==> src/include/csdsc_defs.vh <==
// Purpose: constants for the clock synthesizer divider and spread config block
// Assumes: 50 MHz clock_i, byte-indexed configuration writes
// Notes: definitions only
`ifndef CSDSC_DEFS_VH
`define CSDSC_DEFS_VH

// ------------------------------------------------------------
// register byte indices
// ------------------------------------------------------------
`define CSDSC_IDX_SPREAD    8'h14
`define CSDSC_IDX_RSVD_A    8'h15
`define CSDSC_IDX_GB_DIV    8'h16
`define CSDSC_IDX_RSP_LO    8'h17
`define CSDSC_IDX_RSP_HI    8'h18
`define CSDSC_IDX_MN_LO     8'h19
`define CSDSC_IDX_N_HI      8'h1A
`define CSDSC_IDX_CL_DIV    8'h1B
`define CSDSC_IDX_CSP_LO    8'h1C
`define CSDSC_IDX_CSP_HI    8'h1D
`define CSDSC_IDX_REF_DIV   8'h1E
`define CSDSC_IDX_RSVD_B    8'h1F
`define CSDSC_IDX_BCOUNT    8'h0B

// ------------------------------------------------------------
// writable masks and reset values
// ------------------------------------------------------------
`define CSDSC_MASK_SPREAD   8'h80
`define CSDSC_MASK_REF_DIV  8'h8F
`define CSDSC_MASK_BCOUNT   8'h3F
`define CSDSC_RST_ZERO      8'h00
`define CSDSC_RST_BCOUNT    8'h0F
`define CSDSC_RST_BC_FIELD  6'h0F
`define CSDSC_RST_RATIO     7'h02

// ------------------------------------------------------------
// timing
// ------------------------------------------------------------
`define CSDSC_CLK_MHZ       50
`define CSDSC_CORE_EN_US    300
`define CSDSC_STAB_US       1800
// pin sync and wake entry cost a few cycles; taken off so both bounds hold at the pin
`define CSDSC_SYNC_CYC      8
`define CSDSC_CORE_EN_CYC   (`CSDSC_CORE_EN_US * `CSDSC_CLK_MHZ - `CSDSC_SYNC_CYC)
`define CSDSC_STAB_CYC      (`CSDSC_STAB_US * `CSDSC_CLK_MHZ - `CSDSC_SYNC_CYC)
`define CSDSC_CNT_W         17

`endif

==> src/rtl/csdsc_div_decode.v <==
// Purpose: translate a 4-bit post-divider code into a divide ratio
// Assumes: combinational, used per output group
// Notes: restricted tables flag codes 1 to 3 as not available
`timescale 1ns/1ns

module csdsc_div_decode (
    input wire [3:0] code_i,
    input wire [1:0] table_i,
    output reg [6:0] ratio_o,
    output reg valid_o
);

// ------------------------------------------------------------
// table select: 0 ref (odd 7/14/..), 1 ref restricted, 2 core, 3 core restricted
// ------------------------------------------------------------
reg [6:0] base;
reg [6:0] row0;
reg [13:0] prod;

// row multiplier from the upper two code bits, bottom-row ratio from the lower two
always @* begin
    case (code_i[1:0])
        2'b00: row0 = 7'h02;
        2'b01: row0 = 7'h03;
        2'b10: row0 = 7'h05;
        default: row0 = table_i[1] ? 7'h09 : 7'h07;
    endcase
    case (code_i[3:2])
        2'b00: base = 7'h01;
        2'b01: base = 7'h02;
        2'b10: base = 7'h04;
        default: base = 7'h08;
    endcase
    // bottom row is 2,3,5,7|9; each row above doubles the one below
    // widened product; the largest ratio, 72, still fits seven bits
    prod = {7'h00, base} * {7'h00, row0};
    ratio_o = prod[6:0];
    valid_o = !(table_i[0] && (code_i[3:2] == 2'b00) && (code_i[1:0] != 2'b00));
end

endmodule

==> src/rtl/csdsc_config.v <==
// Purpose: configuration bytes 20 to 31 of a multi-output clock synthesizer
// Assumes: byte-indexed write/read port from an SMBus engine on clock_i
// Notes: decoded settings drive the analog side; timers model exit timing
//
// Summary of operation
// - byte 20 bit 7 enables spread, resets 0
// - graphics and serial dividers, codes 1-3 unavailable
// - bridge divider supports all sixteen codes
// - bytes 23/24 form reference spread profile
// - byte 25 bits 5:0 give M
// - N from byte 30/25/26 bits
// - M/N change scales graphics and bridge too
// - byte 27 core and link divider tables
// - bytes 28/29 form core spread profile
// - core outputs enabled within 300 us
// - first stable clock within 1.8 ms
// - byte count field resets to 0F
`timescale 1ns/1ns
`include "csdsc_defs.vh"

module csdsc_config #(
    parameter [16:0] CORE_EN_CYC = `CSDSC_CORE_EN_CYC,
    parameter [16:0] STAB_CYC = `CSDSC_STAB_CYC
) (
    input wire clock_i,
    input wire srst_i,
    input wire wr_en_i,
    input wire rd_en_i,
    input wire [7:0] addr_i,
    input wire [7:0] wdata_i,
    input wire power_down_input_i,
    output reg [7:0] rdata_o,
    output reg [5:0] readback_byte_count_o,
    output reg spread_on_bit_o,
    output reg [15:0] ref_spread_profile_o,
    output reg [15:0] core_spread_profile_o,
    output reg [5:0] pll_feedback_m_o,
    output reg [10:0] pll_feedback_n_o,
    output reg [6:0] graphics_ratio_o,
    output reg [6:0] bridge_ratio_o,
    output reg [6:0] serial_ref_ratio_o,
    output reg [6:0] core_ratio_o,
    output reg [6:0] link_ratio_o,
    output reg code_invalid_o,
    output reg ref_vco_update_o,
    output reg core_out_en_o,
    output reg clk_stable_o
);

// ------------------------------------------------------------
// register storage
// ------------------------------------------------------------
reg [7:0] spread_switch_ctrl_r;
reg [7:0] graphics_bridge_divider_r;
reg [7:0] ref_spread_profile_low_r;
reg [7:0] ref_spread_profile_high_r;
reg [7:0] ref_pll_m_and_n_low_r;
reg [7:0] ref_pll_n_high_r;
reg [7:0] core_link_divider_r;
reg [7:0] core_spread_profile_low_r;
reg [7:0] core_spread_profile_high_r;
reg [7:0] ref_output_divider_r;
reg [7:0] byte_count_r;
// bytes 21 and 31 are reserved, so they get no storage at all

// writes by byte index; reserved bits masked off so they read back zero
always @(posedge clock_i) begin
    if (srst_i) begin
        spread_switch_ctrl_r <= `CSDSC_RST_ZERO;
        graphics_bridge_divider_r <= `CSDSC_RST_ZERO;
        ref_spread_profile_low_r <= `CSDSC_RST_ZERO;
        ref_spread_profile_high_r <= `CSDSC_RST_ZERO;
        ref_pll_m_and_n_low_r <= `CSDSC_RST_ZERO;
        ref_pll_n_high_r <= `CSDSC_RST_ZERO;
        core_link_divider_r <= `CSDSC_RST_ZERO;
        core_spread_profile_low_r <= `CSDSC_RST_ZERO;
        core_spread_profile_high_r <= `CSDSC_RST_ZERO;
        ref_output_divider_r <= `CSDSC_RST_ZERO;
        byte_count_r <= `CSDSC_RST_BCOUNT;
    end else if (wr_en_i) begin
        case (addr_i)
            `CSDSC_IDX_SPREAD: begin
                spread_switch_ctrl_r <= wdata_i & `CSDSC_MASK_SPREAD;
            end
            `CSDSC_IDX_GB_DIV: begin
                graphics_bridge_divider_r <= wdata_i;
            end
            `CSDSC_IDX_RSP_LO: begin
                ref_spread_profile_low_r <= wdata_i;
            end
            `CSDSC_IDX_RSP_HI: begin
                ref_spread_profile_high_r <= wdata_i;
            end
            `CSDSC_IDX_MN_LO: begin
                ref_pll_m_and_n_low_r <= wdata_i;
            end
            `CSDSC_IDX_N_HI: begin
                ref_pll_n_high_r <= wdata_i;
            end
            `CSDSC_IDX_CL_DIV: begin
                core_link_divider_r <= wdata_i;
            end
            `CSDSC_IDX_CSP_LO: begin
                core_spread_profile_low_r <= wdata_i;
            end
            `CSDSC_IDX_CSP_HI: begin
                core_spread_profile_high_r <= wdata_i;
            end
            `CSDSC_IDX_REF_DIV: begin
                ref_output_divider_r <= wdata_i & `CSDSC_MASK_REF_DIV;
            end
            `CSDSC_IDX_BCOUNT: begin
                byte_count_r <= wdata_i & `CSDSC_MASK_BCOUNT;
            end
            default: begin
                // reserved bytes 21 and 31 and unknown indices are ignored
            end
        endcase
    end
end

// ------------------------------------------------------------
// read mux, registered one cycle after rd_en_i
// ------------------------------------------------------------
reg [7:0] rdata_nxt;

// unknown and reserved indices read zero; a write in the same cycle
// is only seen by the next read, which keeps the mux off the write path
always @* begin
    case (addr_i)
        `CSDSC_IDX_SPREAD: rdata_nxt = spread_switch_ctrl_r;
        `CSDSC_IDX_GB_DIV: rdata_nxt = graphics_bridge_divider_r;
        `CSDSC_IDX_RSP_LO: rdata_nxt = ref_spread_profile_low_r;
        `CSDSC_IDX_RSP_HI: rdata_nxt = ref_spread_profile_high_r;
        `CSDSC_IDX_MN_LO: rdata_nxt = ref_pll_m_and_n_low_r;
        `CSDSC_IDX_N_HI: rdata_nxt = ref_pll_n_high_r;
        `CSDSC_IDX_CL_DIV: rdata_nxt = core_link_divider_r;
        `CSDSC_IDX_CSP_LO: rdata_nxt = core_spread_profile_low_r;
        `CSDSC_IDX_CSP_HI: rdata_nxt = core_spread_profile_high_r;
        `CSDSC_IDX_REF_DIV: rdata_nxt = ref_output_divider_r;
        `CSDSC_IDX_BCOUNT: rdata_nxt = byte_count_r;
        default: rdata_nxt = `CSDSC_RST_ZERO;
    endcase
end

always @(posedge clock_i) begin
    if (srst_i) begin
        rdata_o <= `CSDSC_RST_ZERO;
    end else if (rd_en_i) begin
        rdata_o <= rdata_nxt;
    end
end

// ------------------------------------------------------------
// divider decode, one shared leaf per group
// ------------------------------------------------------------
// table_i bit 0 marks codes 1 to 3 unavailable, bit 1 picks the core
// family (9/18/36/72) over the reference family (7/14/28/56);
// one leaf per group keeps each decode path short and independent
wire [6:0] gfx_ratio;
wire [6:0] brg_ratio;
wire [6:0] ser_ratio;
wire [6:0] cor_ratio;
wire [6:0] lnk_ratio;
wire gfx_ok;
wire brg_ok;
wire ser_ok;
wire cor_ok;
wire lnk_ok;

csdsc_div_decode u_gfx (
    .code_i(graphics_bridge_divider_r[7:4]),
    .table_i(2'b01),
    .ratio_o(gfx_ratio),
    .valid_o(gfx_ok)
);

csdsc_div_decode u_brg (
    .code_i(graphics_bridge_divider_r[3:0]),
    .table_i(2'b00),
    .ratio_o(brg_ratio),
    .valid_o(brg_ok)
);

csdsc_div_decode u_ser (
    .code_i(ref_output_divider_r[3:0]),
    .table_i(2'b01),
    .ratio_o(ser_ratio),
    .valid_o(ser_ok)
);

csdsc_div_decode u_cor (
    .code_i(core_link_divider_r[3:0]),
    .table_i(2'b10),
    .ratio_o(cor_ratio),
    .valid_o(cor_ok)
);

csdsc_div_decode u_lnk (
    .code_i(core_link_divider_r[7:4]),
    .table_i(2'b11),
    .ratio_o(lnk_ratio),
    .valid_o(lnk_ok)
);

// ------------------------------------------------------------
// registered settings toward the analog side
// ------------------------------------------------------------
wire [10:0] n_nxt;
wire [5:0] m_nxt;

assign n_nxt = {ref_pll_n_high_r, ref_pll_m_and_n_low_r[7:6], ref_output_divider_r[7]};
assign m_nxt = ref_pll_m_and_n_low_r[5:0];

// m or n moved since last cycle; either one retunes the shared vco
wire m_moved;
wire n_moved;

assign m_moved = (m_nxt != pll_feedback_m_o);
assign n_moved = (n_nxt != pll_feedback_n_o);

// an unavailable code keeps the previous ratio so the output never glitches
always @(posedge clock_i) begin
    if (srst_i) begin
        spread_on_bit_o <= 1'b0;
        ref_spread_profile_o <= 16'h0000;
        core_spread_profile_o <= 16'h0000;
        pll_feedback_m_o <= 6'h00;
        pll_feedback_n_o <= 11'h000;
        graphics_ratio_o <= `CSDSC_RST_RATIO;
        bridge_ratio_o <= `CSDSC_RST_RATIO;
        serial_ref_ratio_o <= `CSDSC_RST_RATIO;
        core_ratio_o <= `CSDSC_RST_RATIO;
        link_ratio_o <= `CSDSC_RST_RATIO;
        code_invalid_o <= 1'b0;
        ref_vco_update_o <= 1'b0;
        readback_byte_count_o <= `CSDSC_RST_BC_FIELD;
    end else begin
        spread_on_bit_o <= spread_switch_ctrl_r[7];
        ref_spread_profile_o <= {ref_spread_profile_high_r, ref_spread_profile_low_r};
        core_spread_profile_o <= {core_spread_profile_high_r, core_spread_profile_low_r};
        pll_feedback_m_o <= m_nxt;
        pll_feedback_n_o <= n_nxt;
        // shared vco: graphics and bridge follow any m/n change
        ref_vco_update_o <= m_moved || n_moved;
        if (gfx_ok) begin
            graphics_ratio_o <= gfx_ratio;
        end
        bridge_ratio_o <= brg_ratio;
        if (ser_ok) begin
            serial_ref_ratio_o <= ser_ratio;
        end
        core_ratio_o <= cor_ratio;
        if (lnk_ok) begin
            link_ratio_o <= lnk_ratio;
        end
        code_invalid_o <= !(gfx_ok && brg_ok && ser_ok && cor_ok && lnk_ok);
        readback_byte_count_o <= byte_count_r[5:0];
    end
end

// ------------------------------------------------------------
// power-down input synchroniser, three stages
// ------------------------------------------------------------
reg pd_s1_r;
reg pd_s2_r;
reg pd_s3_r;
reg pd_level_r;

// stage one is read only by stage two
// reset to the powered-down level so no false wake follows reset
always @(posedge clock_i) begin
    if (srst_i) begin
        pd_s1_r <= 1'b1;
        pd_s2_r <= 1'b1;
        pd_s3_r <= 1'b1;
        pd_level_r <= 1'b1;
    end else begin
        pd_s1_r <= power_down_input_i;
        pd_s2_r <= pd_s1_r;
        pd_s3_r <= pd_s2_r;
        if (pd_s2_r == pd_s3_r) begin
            pd_level_r <= pd_s3_r;
        end
    end
end

// ------------------------------------------------------------
// exit timers after reset or power-down release
// ------------------------------------------------------------
localparam [2:0] ST_OFF = 3'b001;
localparam [2:0] ST_WAKE = 3'b010;
localparam [2:0] ST_RUN = 3'b100;

// one counter serves both bounds; it restarts from zero on every
// power-down exit, so a short pd pulse never shortens the next wait
reg [2:0] state_r;
reg [`CSDSC_CNT_W-1:0] wake_cnt_r;

// core outputs wait far less than the first-clock bound; each lands only a few cycles inside its own bound
always @(posedge clock_i) begin
    if (srst_i) begin
        state_r <= ST_WAKE;
        wake_cnt_r <= {`CSDSC_CNT_W{1'b0}};
        core_out_en_o <= 1'b0;
        clk_stable_o <= 1'b0;
    end else begin
        case (state_r)
            ST_OFF: begin
                core_out_en_o <= 1'b0;
                clk_stable_o <= 1'b0;
                wake_cnt_r <= {`CSDSC_CNT_W{1'b0}};
                if (!pd_level_r) begin
                    state_r <= ST_WAKE;
                end
            end
            ST_WAKE: begin
                if (pd_level_r) begin
                    state_r <= ST_OFF;
                end else begin
                    wake_cnt_r <= wake_cnt_r + 1'b1;
                    if (wake_cnt_r == CORE_EN_CYC - 1'b1) begin
                        core_out_en_o <= 1'b1;
                    end
                    if (wake_cnt_r == STAB_CYC - 1'b1) begin
                        clk_stable_o <= 1'b1;
                        state_r <= ST_RUN;
                    end
                end
            end
            ST_RUN: begin
                if (pd_level_r) begin
                    state_r <= ST_OFF;
                    core_out_en_o <= 1'b0;
                    clk_stable_o <= 1'b0;
                end
            end
            default: begin
                state_r <= ST_OFF;
            end
        endcase
    end
end

endmodule

==> config.mk <==
export PLATFORM = sky130hd
export DESIGN_NAME = csdsc_config
export DESIGN_NICKNAME = d
export VERILOG_FILES = /design/src/rtl/csdsc_div_decode.v /design/src/rtl/csdsc_config.v
export VERILOG_INCLUDE_DIRS = /design/src /design/src/include
export SDC_FILE = /design/constraint.sdc
export NUM_CORES = 1
export LEC_CHECK = 0
export ABC_AREA = 1
export BUFFER_PORTS_ARGS = -buffer_cell sky130_fd_sc_hd__buf_2
export CAP_MARGIN = 10
export CORE_AREA = 2 2 125 139
export DETAILED_ROUTE_END_ITERATION = 8
export DIE_AREA = 0 0 127 141
export PLACE_DENSITY = 0.87
export SLEW_MARGIN = 30
export SYNTH_ARGS = -nofsm -noshare
export SYNTH_HDL_FRONTEND = slang
export SYNTH_SLANG_ARGS = --single-unit
export TNS_END_PERCENT = 100
==> constraint.sdc <==
create_clock -name clock_i -period 4.2 [get_ports clock_i]
set_input_delay 0.21 -clock clock_i [delete_from_list [all_inputs] [get_ports clock_i]]
set_output_delay 0.21 -clock clock_i [all_outputs]
set_load 0.02 [all_outputs]
## After elaboration in Yosys (flattened, before gate mapping)

Cells that the tools add are included.

| cells by class | value |
|---|---|
| reductions and logical operators | 40 |
| $mul | 5 |
| add/subtract/negate cells | 1 |
| equal/unequal tests | 45 |
| mux-type cells | 25 |

Operators with widths:

| operator | number |
|---|---|
| $pmux 8 s11 | 1 |
| $pmux 4 s3 | 7 |
| $eq 8x5->1 const B | 10 |
| $pmux 3 s3 | 4 |
| $pmux 17 s2 | 1 |
| $reduce_and 2->1 | 12 |
| $mul 4x3->7 | 3 |
| $eq 2x1->1 const B | 10 |
| $eq 2x2->1 const B | 10 |
| $logic_not 2->1 | 10 |
| $add 17x1->17 const B | 1 |
| $eq 17x14->1 const B | 1 |
| $eq 17x17->1 const B | 1 |
| $mux 17 | 1 |
| $mul 4x4->7 | 2 |
| $mux 3 | 4 |
| $ne 11x11->1 | 1 |
| $ne 2x2->1 const B | 5 |
| $eq 8x4->1 const B | 1 |
| $reduce_and 4->1 | 2 |
| $reduce_bool 2->1 | 4 |
| $ne 6x6->1 | 1 |
| $pmux 1 s3 | 2 |
| $logic_and 1x1->1 | 5 |
| 10 further kinds | 17 |

| word-level totals | value |
|---|---|
| flip-flop bits (word level) | 203 |
| word-level logic and storage cells | 149 |

## Depth between registers and ports, before layout

Gate-level depths: netlist of the first run.

| logic depth | value |
|---|---|
| depth in word-level cells | 6 |
| mapped depth | 15 |

## Cells and area by module

A second synthesis of the first run with hierarchy kept.

| unflattened totals | value |
|---|---|
| cell total of the unflattened synthesis | 1383 |
| area, all modules | 10316.1 um^2 |

Modules (own cells, without submodules):

| module | area an instance (um^2) | cells each | instances |
|---|---|---|---|
| csdsc_config | 7925.1 | 1017 | 1 |
| csdsc_div_decode (u_brg ...) | 481.7 | 74 | 4 |
| csdsc_div_decode (u_ser) | 464.2 | 70 | 1 |

## Worst setup path after synthesis of the first run

No wires, ideal clock.

| timing | value |
|---|---|
| path type | reg2reg |
| from | register core_link_divider_r[1] |
| to | register core_ratio_o[6] |
| required time | 4.080 ns |
| clock period less this slack | 2.918 ns |
| stages on the path, launching flop included | 13 |
| slack | 1.282 ns |
| library setup time | 0.120 ns |
| arrival | 2.798 ns |
| path through | dfxtp_1 -> inv_1 -> nor2_1 -> nand2_1 -> fa_1 -> inv_1 -> fa_1 -> fa_1 -> nand2_1 -> a21oi_1 -> or2_2 -> o21ai_0 -> a21oi_1 |

| between the ends | value |
|---|---|
| word-level cells in the longest chain between the ends | 3 |
| elaborated cells between the ends (all ways) | 5 |
| those cells by class | mul: 1; eq/ne: 2; mux: 1; reduce/logical: 1 |

RTL lines:

| item | line | source |
|---|---|---|
| start, declared | csdsc_config.v:59 | `reg [7:0] core_link_divider_r;` |
| start signal, assigned | csdsc_config.v:75 | `` core_link_divider_r <= `CSDSC_RST_ZERO; `` |
| start signal, assigned | csdsc_config.v:101 | `core_link_divider_r <= wdata_i;` |
| $eq 2x2->1 (tied with other cells) | csdsc_div_decode.v:22 | `case (code_i[1:0])` |
| $pmux 4 s3 * | csdsc_div_decode.v:22 |  |
| $mul 4x4->7 * | csdsc_div_decode.v:36 | `prod = {7'h00, base} * {7'h00, row0};` |
| end signal, assigned | csdsc_config.v:233 | `` core_ratio_o <= `CSDSC_RST_RATIO; `` |
| end signal, assigned | csdsc_config.v:253 | `core_ratio_o <= cor_ratio;` |
| end, declared | csdsc_config.v:42 | `output reg [6:0] core_ratio_o,` |

Every way passes the cells marked *; elsewhere a longest branch is shown, timed or not.
A chain may end at the register's enable or synchronous reset.

## Worst setup path after layout of the first run

Ends and elaborated chain as after synthesis.

==> results of run 1 <==
## kinds of logic after synthesis
group / after synthesis
compound gates: 244
xor+xnor: 25
fa+ha+maj: 56
buf+inv: 217
flops: 203
simple gates: 487
## placed cells by master, fill, tap and decap left out, types with 3 or more instances in the layout
cell type / Yosys / layout
dfxtp_1: 203 / 203
nor2_1: 188 / 188
inv_1: 163 / 163
nand2_1: 137 / 137
buf_2: 21 / 123
a21oi_1: 115 / 115
nand3_1: 103 / 103
o21ai_0: 99 / 99
ha_1: 39 / 39
clkbuf_16: 0 / 23
xnor2_1: 18 / 18
fa_1: 17 / 17
or2_2: 12 / 12
o21ai_1: 11 / 11
inv_2: 7 / 8
nand3_2: 8 / 8
nor2_4: 8 / 8
nand4_1: 7 / 7
nor3_1: 7 / 7
o211ai_1: 7 / 7
xor2_1: 7 / 7
clkbuf_1: 20 / 6
clkbuf_8: 0 / 6
nand2_2: 5 / 5
nor2_2: 4 / 4
a21oi_2: 4 / 4
a31oi_1: 3 / 3
nor4_1: 3 / 3
buf_4: 1 / 3
## how the worst max path moves through the flow
stage,slack (ns),end,depth (start not counted),start
2_1_floorplan,1.28,core_ratio_o[6]$_SDFF_PP0_,12,core_link_divider_r[1]$_SDFFE_PP0P_
3_3_place_gp,1.17,core_ratio_o[6]$_SDFF_PP0_,12,core_link_divider_r[1]$_SDFFE_PP0P_
3_5_place_dp,1.09,core_ratio_o[6]$_SDFF_PP0_,12,core_link_divider_r[1]$_SDFFE_PP0P_
4_1_cts,1.02,core_ratio_o[6]$_SDFF_PP0_,12,core_link_divider_r[1]$_SDFFE_PP0P_
5_1_grt,0.74,core_ratio_o[6]$_SDFF_PP0_,12,core_link_divider_r[1]$_SDFFE_PP0P_
6_report,1.02,core_ratio_o[6]$_SDFF_PP0_,12,core_link_divider_r[1]$_SDFFE_PP0P_
## routing by layer
metal  track usage  wire length, um
met2        0.4445            11450
met3       0.04213             1826
met4        0.1157              936
met1        0.3235             9403
met5             0                0
## cell type report
type | instances | area, um^2 | share of cell area
timing repair buffer | 127 | 648.1 | 0.05959
tap | 208 | 260.3 | 0.02393
clock buffer | 35 | 680.7 | 0.06258
multi-input combinational | 812 | 4528 | 0.4163
sequential | 203 | 4064 | 0.3736
clock inverter | 4 | 50.05 | 0.004601
inverter | 172 | 645.6 | 0.05936
## flip-flops by register name (all words and copies together), names as in the netlist, 7 cells and up
register	flops
wake_cnt_r	17
ref_spread_profile_high_r	8
core_spread_profile_high_r	8
ref_spread_profile_o	16
rdata_o	8
bridge_ratio_o	7
core_ratio_o	7
core_link_divider_r	8
serial_ref_ratio_o	7
graphics_bridge_divider_r	8
core_spread_profile_o	16
link_ratio_o	7
ref_pll_m_and_n_low_r	8
ref_spread_profile_low_r	8
graphics_ratio_o	7
pll_feedback_n_o	11
core_spread_profile_low_r	8
ref_pll_n_high_r	8
## critical path: stages (launching register included)
cell and delay, ns:
dfxtp_1 0.42, inv_1 0.13, nor2_1 0.20, nand2_1 0.10, fa_1 0.51, inv_1 0.06, fa_1 0.53, fa_1 0.47
nand2_1 0.08, a21oi_1 0.05, or2_2 0.28, o21ai_0 0.17, a21oi_1 0.06
## report_power, final
group / switching [mW] / internal, mW / total (mW)
clock network: 0.758 / 1.17 / 1.93
registers: 0.00404 / 1.93 / 1.94
logic: 0.106 / 0.0320 / 0.138
## per-stage QoR
| step | utilization | worst slack [ns] | area (um^2) |
|---|---|---|---|
| after floorplan | - | 1.282 | 9444 |
| after global placement | 0.6091 | 1.171 | 10140 |
| after detailed placement | 0.6091 | 1.089 | 10140 |
| after CTS | 0.6536 | 1.023 | 10880 |
| after global routing | 0.6536 | 0.7377 | 10880 |
| final | 0.6536 | 1.017 | 10880 |
## synth_stat cells (2+ instances only)
cell        n  area (um^2)
fa_1       17        340.3
a21oi_2     4        35.03
nand2_1   137        514.2
nand4_1     7        43.79
nand3_1   103        515.5
nand2_2     5        31.28
nand3_2     8        80.08
inv_1     163        611.8
buf_2      21        105.1
xnor2_1    18        157.7
o21ai_0    99        495.5
a21oi_1   115        575.6
nor2_2      4        25.02
clkbuf_1   20        75.07
clkinv_1    2        7.510
nor4_1      3        18.77
nor2_1    188        705.7
o211ai_1    7        52.55
dfxtp_1   203         4064
xor2_1      7        61.31
nor3_1      7        35.03
nor2_4      8        90.09
or2_2      12        75.07
inv_2       7        26.28
a31oi_1     3        18.77
buf_1       2        7.510
o21bai_1    2        15.01
ha_1       39        488.0
o21ai_1    11        55.05
==> impl_metrics.py, run 1 <==
metrics = {
    "status": {
        "status": "completed",
    },
    "critical_path": {
        "start_kind": "register",
        "reg2reg_slack_ns": 1.02,
        "endpoint_kind": "register",
        "ff2ff_path_depth": 12,
        "critPathRequiredTime_ns": 4.58,
        "arrival_ns": 3.57,
        "worstPathMaxFanout": 6,
        "reg2reg_to": "core_ratio_o[6]$_SDFF_PP0_",
        "r2r_start": "core_link_divider_r[1]$_SDFFE_PP0P_",
        "worst-setup-path-type": "register to register",
    },
    "hold_path": {
        "holdPathEnd": "rdata_o[5]$_SDFFE_PP0P_",
        "hp-class": "input pin to register",
        "hold_depth": 3,
        "hold_path.startpoint": "rd_en_i",
    },
    "floorplan": {
        "dieArea_um2": 17910,
        "die_w_um": 127,
        "pin_count": 124,
        "start_util": 0.5675,
        "die_h_um": 141,
        "core.rowCount": 50,
        "coreArea_um2": 16640,
    },
    "detailed_routing": {
        "ant_nets": 0,
        "via_per_inst": 5.457,
        "initialDrtViolationCount": 711,
        "first_pass_iters": 7,
        "vias": 8518,
        "wirelength_mm": 23.61,
        "wl_per_cell_um": 15.13,
        "drc": 0,
    },
    "synth": {
        "synth.distinct_cells": 39,
        "synthArstFlopShare": 0,
        "synth_top_family_by_area": "simple AND/OR/NAND/NOR gates",
        "synthAdderAreaFrac": 0.08771,
        "seq_area_frac_synth": 0.4303,
        "synthMuxAreaShare": 0,
        "synth_compound_area_frac": 0.1354,
        "synth_edf_count": 0,
        "synthesis.nets": 1309,
        "syn_inst": 1232,
        "synthFlopType": "dfxtp_1",
        "synth_area_um2": 9444,
        "yosysWarnings": 0,
        "yosys.area_share.xor_xnor": 0.02318,
        "synth_seq_cells": 203,
        "syn_area_per_cell_um2": 7.666,
        "synth-simple-area-share": 0.2332,
    },
    "place": {
        "gp_congestion": 0.9835,
        "hpwl_mm": 16.52,
        "portBuffers": 123,
        "place_inst": 1521,
    },
    "global_routing": {
        "grt_usage": 0.2599,
        "grt_max_degree": 80,
        "antenna_found_initial": 0,
        "grt_pass1_vias": 7946,
        "grt_pass1_wl_mm": 37.96,
        "overflow": 0,
    },
    "sta": {
        "tns_ns": 0,
        "hold_viol_final": 0,
        "worst_pin_slew_ns": 0.9802,
        "period_share": 0.7578,
        "min_period_ns": 3.183,
        "skew_ns": 0.008702,
        "fmax_mhz": 314.2,
        "maxSlewViolCount": 0,
        "rsz0062_at_grt": "false",
        "hold_ws_ns": 0.03741,
        "finalSetupViolCount": 0,
        "relSlewSlack": 0.3465,
    },
    "power_and_ir_drop": {
        "p_leak_nw": 4.881,
        "ir_drop_mv": 0.2998,
        "p_total_mw": 4.000,
        "power.density_nw_per_um2": 367.7,
    },
    "layout": {
        "fin_nets": 1415,
        "diodes": 0,
        "drive_gt1_frac": 0.1567,
        "fin_cells": 1561,
        "num-fill-cells": 1358,
        "syn2layout_area_growth_pct": 15.17,
    },
    "job": {
        "maxCapViolCount": 0,
    },
    "clock_tree": {
        "cts_max_level": 1,
        "post_cts_buffers": 0,
        "clock_sinks": 203,
        "cts_root_buffer": "clkbuf_16",
        "cts_tree": "built",
        "numCtsBuffers": 22,
        "ctsResizeCount": 0,
        "clkTransAtPathRegs_ns": 0.06,
        "worstSkewPairLatency_ns": 0.50,
        "ctsHoldBuffers": 1,
        "clockBufferDepth": 3,
    },
}
(Power assumes the default switching activity.)
==> inputs of run 2 (changes only) <==
--- a/config.mk
+++ b/config.mk
@@ -9,10 +9,10 @@
 export ABC_AREA = 1
 export BUFFER_PORTS_ARGS = -buffer_cell sky130_fd_sc_hd__buf_2
 export CAP_MARGIN = 10
-export CORE_AREA = 2 2 125 139
+export CORE_AREA = 2 2 132 147
 export DETAILED_ROUTE_END_ITERATION = 8
-export DIE_AREA = 0 0 127 141
-export PLACE_DENSITY = 0.87
+export DIE_AREA = 0 0 134 149
+export PLACE_DENSITY = 0.83
 export SLEW_MARGIN = 30
 export SYNTH_ARGS = -nofsm -noshare
 export SYNTH_HDL_FRONTEND = slang
==> constraint.sdc (replaced) <==
create_clock -name clock_i -period 2.57 [get_ports clock_i]
set_input_delay 0.1285 -clock clock_i [delete_from_list [all_inputs] [get_ports clock_i]]
set_output_delay 0.1285 -clock clock_i [all_outputs]
set_load 0.02 [all_outputs]
==> run 2 against run 1 <==
  * The run now ends with setup timing left
  * Final area increased by 3.9%
  * Clock power is 63% higher
  * Sequential power grew 63%
  * Clock skew grew 0.0039 ns
  * Critical endpoint is now link_ratio_o[6]$_SDFFE_PP0N_
  * Largest cell class unchanged
  * Largest power group unchanged
==> impl_metrics.py, run 2 (synthesized netlist as in run 1, its figures left out) <==
metrics = {
    "clock_tree": {
        "cts_root_buffer": "clkbuf_16",
        "worstSkewPairLatency_ns": 0.50,
        "clock_sinks": 203,
        "clockBufferDepth": 3,
        "cts_max_level": 1,
        "clkTransAtPathRegs_ns": 0.06,
        "cts_tree": "built",
        "numCtsBuffers": 22,
    },
    "layout": {
        "diodes": 0,
        "largest_register": "wake_cnt_r",
        "final_cell_mix": "dfxtp_1, nor2_1, inv_1, nand2_1, buf_2",
        "drive_gt1_frac": 0.2019,
        "fin_nets": 1440,
        "final_common_cell": "dfxtp_1",
        "syn2layout_area_growth_pct": 19.70,
        "largest_register_ffs": 17,
        "fin_cells": 1624,
        "top_regs": "wake_cnt_r: 17 flops, core_spread_profile_o: 16 flops, ref_spread_profile_o: 16 flops",
        "final_area_um2": 11300,
    },
    "power_and_ir_drop": {
        "ir_drop_mv": 0.4876,
        "p_total_mw": 6.541,
        "p_leak_nw": 5.015,
        "power.density_nw_per_um2": 578.6,
    },
    "sta": {
        "fmax_mhz": 372.9,
        "period_share": 1.044,
        "layout_setup_ws_ns": -0.1120,
        "hold_ws_ns": 0.06061,
        "worst_pin_slew_ns": 0.5980,
        "hold_viol_final": 0,
        "skew_ns": 0.01261,
        "relSlewSlack": 0.6008,
        "rsz0062_at_grt": "true",
        "maxSlewViolCount": 0,
        "finalSetupViolCount": 4,
        "min_period_ns": 2.682,
    },
    "global_routing": {
        "antenna_found_initial": 0,
        "grt_usage": 0.2396,
        "grt_pass1_vias": 8067,
        "grt_pass1_wl_mm": 38.71,
        "grt_max_degree": 82,
        "overflow": 0,
    },
    "floorplan": {
        "core.rowCount": 53,
        "start_util": 0.5068,
        "coreArea_um2": 18630,
        "pin_count": 124,
        "dieArea_um2": 19970,
        "die_w_um": 134,
        "die_h_um": 149,
    },
    "detailed_routing": {
        "vias": 8543,
        "first_pass_iters": 6,
        "initialDrtViolationCount": 726,
        "drc": 0,
        "wl_per_cell_um": 14.92,
        "wirelength_mm": 24.22,
        "via_per_inst": 5.260,
        "ant_nets": 0,
    },
    "place": {
        "pre_cts_slack_ns": -0.1596,
        "place_inst": 1583,
        "postPlaceCellArea_um2": 10420,
        "portBuffers": 123,
        "gp_congestion": 0.9145,
        "hpwl_mm": 17.24,
    },
    "critical_path": {
        "critPathRequiredTime_ns": 2.96,
        "crit_buf_inv": 3,
        "start_kind": "register",
        "cp_slowest_stage_delay_ns": 0.56,
        "slowest_stage": "fa_1",
        "critPathTopFamily": "adder cells",
        "endpoint_kind": "register",
        "arrival_ns": 3.08,
        "cp_cell_sequence": "nor2_4, nand3_2, fa_1, inv_2, fa_1, inv_1, fa_2, nor2_2, a211oi_2, xnor2_1, o21bai_1, inv_1",
        "worst-setup-path-type": "register to register",
        "worstPathMaxFanout": 3,
    },
    "status": {
        "status": "complete, but fails checks",
        "violations": "setup timing",
    },
    "job": {
        "maxCapViolCount": 0,
    },
    "hold_path": {
        "hp-class": "input pin to register",
    },
}
==> run 2: cell count changes in the layout (fill, tap and decap cells not counted), sizes merged <==
cell         previous run  this run
inv                   171       172
buf                   126       150
bufinv                  1         2
clkbuf                 35        30
dlygate4sd3             1         2
clkinv                  2         4
==> run 2: metrics by stage <==
step                 TNS, ns    util
floorplan           -0.01137       -
finish               -0.2622  0.6067
global placement     -0.1392  0.5593
detailed placement   -0.4476  0.5593
CTS                  -0.3496  0.6009
global route         -0.8295  0.6067
==> run 2: tightest hold or removal path: cells and delay by family <==
| family | cells | cell delay [ns] |
|---|---|---|
| AOI/OAI and AO/OA | 1 | 0.08 |
| buffers and inverters | 1 | 0.19 |
| and+or+nand+nor | 1 | 0.10 |
==> run 2: cell type report <==
| cell class | instances | area (um^2) |
|---|---|---|
| Sequential cell | 203 | 4090 |
| Tap cell | 247 | 309.0 |
| Fill cell | 1602 | 7330 |
| Inverter | 172 | 653.1 |
| Multi-Input combinational cell | 812 | 4668 |
| Timing Repair Buffer | 152 | 863.3 |
| Clock buffer | 30 | 621.8 |
| Clock inverter | 8 | 98.84 |
==> run 2: layer usage <==
| layer | up-vias | track usage | wire [um] |
|---|---|---|---|
| met1 | 3922 | 0.2911 | 9667 |
| li1 | 4235 | - | - |
| met2 | 315 | 0.4185 | 11800 |
| met3 | 71 | 0.04247 | 1815 |
| met4 | 0 | 0.1005 | 936 |
| met5 | - | 0 | 0 |
==> run 2: where the power goes <==
| part | internal, mW | total, mW | switching (mW) |
|---|---|---|---|
| Combinational | 0.0582 | 0.234 | 0.175 |
| Clock | 1.89 | 3.15 | 1.26 |
| Sequential | 3.15 | 3.16 | 0.00656 |
==> run 2: final timing paths <==
path | start | to | slack (ns) | depth (start not counted)
max | core_link_divider_r[6]$_SDFFE_PP0P_ | link_ratio_o[6]$_SDFFE_PP0N_ | -0.11 | 12
min | wdata_i[0] | byte_count_r[0]$_SDFFE_PP1P_ | 0.06 | 3
max reg2reg | core_link_divider_r[6]$_SDFFE_PP0P_ | link_ratio_o[6]$_SDFFE_PP0N_ | -0.11 | 12
min reg2reg | pd_s1_r$_SDFF_PP1_ | pd_s2_r$_SDFF_PP1_ | 0.42 | 1
==> run 2: repair_timing <==
action                                  4_1_cts  5_1_grt
hold buffers                                  2        0
pin swaps                                     2        9
endpoints found under the hold margin         9        0
cloned                                        0        0
endpoints found under the setup margin        5       10
gates resized for setup                      10       29
buffers inserted                              1        0
==> inputs of run 3 (changes only) <==
--- a/config.mk
+++ b/config.mk
@@ -6,7 +6,7 @@
 export SDC_FILE = /design/constraint.sdc
 export NUM_CORES = 1
 export LEC_CHECK = 0
-export ABC_AREA = 1
+export ABC_AREA = 0
 export BUFFER_PORTS_ARGS = -buffer_cell sky130_fd_sc_hd__buf_2
 export CAP_MARGIN = 10
 export CORE_AREA = 2 2 132 147
==> run 3 against run 2 <==
  * The flow still finishes with violations (setup timing)
  * Global-route usage decreased by 0.73 points
  * Worst setup slack got worse by 0.18 ns
  * Synthesized cell count decreased by 17%
  * Sequential share of layout area decreased by 0.74 points
  * Register-to-register slack got worse by 0.18 ns
  * Critical path depth unchanged
  * Total power decreased by 4.9%
  * Largest cell class unchanged
==> impl_metrics.py, run 3 <==
metrics = {
    "power_and_ir_drop": {
        "ir_drop_mv": 0.4396,
        "p_sw_mw": 1.366,
        "power.density_nw_per_um2": 539.8,
        "p_seq_frac": 0.508,
        "combinationalPowerShare": 0.033,
        "pwr-share-clk": 0.460,
        "p_int_mw": 4.854,
        "p_sw_frac": 0.2195,
        "p_total_mw": 6.220,
        "p_leak_nw": 5.033,
    },
    "critical_path": {
        "worst-setup-path-type": "register to register",
        "r2r_start": "core_link_divider_r[6]$_SDFFE_PP0P_",
        "reg2reg_slack_ns": -0.29,
        "reg2reg_to": "link_ratio_o[6]$_SDFFE_PP0N_",
        "critPathRequiredTime_ns": 2.98,
        "arrival_ns": 3.27,
        "start_kind": "register",
        "endpoint_kind": "register",
        "worstPathMaxFanout": 4,
        "ff2ff_path_depth": 12,
    },
    "global_routing": {
        "grt_max_degree": 74,
        "grt_pass1_vias": 7593,
        "grt_usage": 0.2323,
        "overflow": 0,
        "grt_pass1_wl_mm": 37.53,
        "antenna_found_initial": 2,
    },
    "layout": {
        "diodes": 0,
        "top_regs": "wake_cnt_r: 17 flops, core_spread_profile_o: 16 flops, ref_spread_profile_o: 16 flops",
        "syn2layout_area_growth_pct": 21.20,
        "final_area_um2": 11520,
        "final_cell_mix": "dfxtp_1, buf_2, nor2_1, nand2_1, nor2b_1",
        "final_common_cell": "dfxtp_1",
        "largest_register_ffs": 17,
        "largest_register": "wake_cnt_r",
        "drive_gt1_frac": 0.2534,
        "fin_nets": 1250,
        "num-fill-cells": 1488,
        "multi_input_area_um2": 5216,
        "regArea_um2": 4084,
    },
    "floorplan": {
        "pin_count": 124,
        "coreArea_um2": 18630,
        "dieArea_um2": 19970,
        "start_util": 0.5102,
        "die_h_um": 149,
        "die_w_um": 134,
        "core.rowCount": 53,
    },
    "hold_path": {
        "hold_depth": 2,
        "hold_path.startpoint": "srst_i",
        "hp-class": "input pin to register",
        "holdPathEnd": "wake_cnt_r[0]$_SDFFE_PP0P_",
    },
    "place": {
        "postPlaceCellArea_um2": 10680,
        "pre_cts_slack_ns": -0.3666,
        "gp_congestion": 0.9245,
        "portBuffers": 123,
        "hpwl_mm": 16.87,
    },
    "sta": {
        "worst_pin_slew_ns": 0.7363,
        "min_period_ns": 2.859,
        "maxSlewViolCount": 0,
        "fmax_mhz": 349.8,
        "rsz0062_at_grt": "true",
        "hold_viol_final": 0,
        "skew_ns": 0.01687,
        "period_share": 1.112,
        "relSlewSlack": 0.5091,
        "layout_setup_ws_ns": -0.2886,
        "finalSetupViolCount": 8,
    },
    "clock_tree": {
        "clockBufferDepth": 3,
        "clock_sinks": 203,
        "cts_tree": "built",
        "worstSkewPairLatency_ns": 0.51,
        "numCtsBuffers": 21,
        "cts_root_buffer": "clkbuf_16",
        "clkTransAtPathRegs_ns": 0.06,
        "cts_max_level": 1,
    },
    "detailed_routing": {
        "wl_per_cell_um": 16.73,
        "via_per_inst": 5.492,
        "wirelength_mm": 23.95,
        "first_pass_iters": 6,
        "ant_nets": 0,
        "initialDrtViolationCount": 557,
        "vias": 7859,
        "drc": 0,
    },
    "synth": {
        "synth_area_leaders": "dfxtp_1, mux2i_1, ha_1, nor2_1, nor2b_1",
        "synth.most_common_cell": "dfxtp_1",
        "synth_common_cells": "dfxtp_1, nor2_1, nand2_1, nor2b_1, mux2i_1",
        "yosys.area.top_type": "dfxtp_1",
        "synth_area_um2": 9507,
        "yosys.area.top_type_share": 0.4275,
        "synthArstFlopShare": 0,
        "synth_edf_count": 0,
        "synth_seq_cells": 203,
        "syn_area_per_cell_um2": 9.320,
        "synthesis.nets": 1097,
        "yosysWarnings": 0,
        "syn_inst": 1020,
        "synth.distinct_cells": 63,
        "seq_area_frac_synth": 0.4275,
        "synthFlopType": "dfxtp_1",
    },
    "status": {
        "violations": "setup timing",
        "status": "complete, but fails checks",
    },
    "job": {
        "maxCapViolCount": 0,
    },
}
[run 3: cell count changes after synthesis, sizes merged, moves of 67 or more]
| cell | before | now |
|---|---|---|
| a21oi | 119 | 44 |
| inv | 170 | 26 |
| nand2 | 142 | 75 |
| nand3 | 112 | 16 |
| nor2 | 201 | 122 |
| nor2b | 0 | 69 |
| o21ai | 111 | 38 |
[run 3: power by group through the flow]
stage	logic, mW	clock network [mW]	registers (mW)
global route	0.216	3.04	3.16
detailed placement	0.190	0	3.23
global placement	0.188	0	3.23
floorplan	0.128	0	3.23
CTS	0.198	2.90	3.16
finish	0.204	2.86	3.16
[run 3: critical path, stage by stage (launching register included)]
cell,delay [ns]
dfxtp_4,0.37
nand2_4,0.05
or3_4,0.38
fa_1,0.48
inv_1,0.05
fa_1,0.53
inv_1,0.06
fa_2,0.33
inv_1,0.06
a21o_1,0.10
a21oi_1,0.07
xnor2_1,0.13
o31ai_1,0.17
[run 3: what timing repair did]
| item | 4_1_cts | 5_1_grt |
|---|---|---|
| pin swaps | 5 | 10 |
| endpoints found under the setup margin | 9 | 15 |
| buffers inserted | 4 | 1 |
| endpoints found under the hold margin | 9 | 0 |
| hold buffers | 5 | 0 |
| resized for setup | 14 | 27 |
[run 3: layout make-up]
type | instances | share of cell area
Timing Repair Buffer | 194 | 0.1023
Multi-Input combinational cell | 727 | 0.4527
Clock inverter | 9 | 0.006624
Sequential cell | 203 | 0.3544
Inverter | 26 | 0.008470
Clock buffer | 25 | 0.04865
Tap cell | 247 | 0.02682
[run 3: worst max path at each step]
stage / start / end
after floorplan: core_link_divider_r[6]$_SDFFE_PP0P_ / link_ratio_o[6]$_SDFFE_PP0N_
after global routing: core_link_divider_r[6]$_SDFFE_PP0P_ / link_ratio_o[6]$_SDFFE_PP0N_
after CTS: core_link_divider_r[6]$_SDFFE_PP0P_ / link_ratio_o[6]$_SDFFE_PP0N_
final: core_link_divider_r[6]$_SDFFE_PP0P_ / link_ratio_o[6]$_SDFFE_PP0N_
after global placement: core_link_divider_r[5]$_SDFFE_PP0P_ / link_ratio_o[6]$_SDFFE_PP0N_
after detailed placement: core_link_divider_r[5]$_SDFFE_PP0P_ / link_ratio_o[6]$_SDFFE_PP0N_
[run 3: per-layer routing]
layer	vias to the layer above	track usage	part of all wire
met5	-	0	0.00054
met4	2	0.1037	0.041
met3	74	0.04587	0.070
met2	317	0.3974	0.49
met1	3683	0.2836	0.40
li1	3783	-	-
[run 3: per-stage QoR]
step | hold WS, ns | instances | util | TNS (ns)
2_1_floorplan | 0.2323 | 1020 | - | -1.237
3_3_place_gp | 0.3181 | 1389 | 0.5730 | -1.381
3_5_place_dp | 0.3173 | 1389 | 0.5730 | -2.035
4_1_cts | 0.001600 | 1431 | 0.6142 | -1.366
5_1_grt | 0.01562 | 1431 | 0.6183 | -2.235
6_report | 0.009464 | 1431 | 0.6183 | -1.396
[run 3: cell families (layout without fill, tap and decap cells)]
| logic type | Yosys count | after routing | synth area share |
|---|---|---|---|
| xor+xnor | 45 | 45 | 0.04146 |
| compound gates | 153 | 153 | 0.1057 |
| simple gates | 401 | 401 | 0.2207 |
| fa+ha+maj | 56 | 56 | 0.08713 |
| buf+inv | 90 | 254 | 0.03817 |
| mux | 72 | 72 | 0.07936 |
| flops | 203 | 203 | 0.4275 |
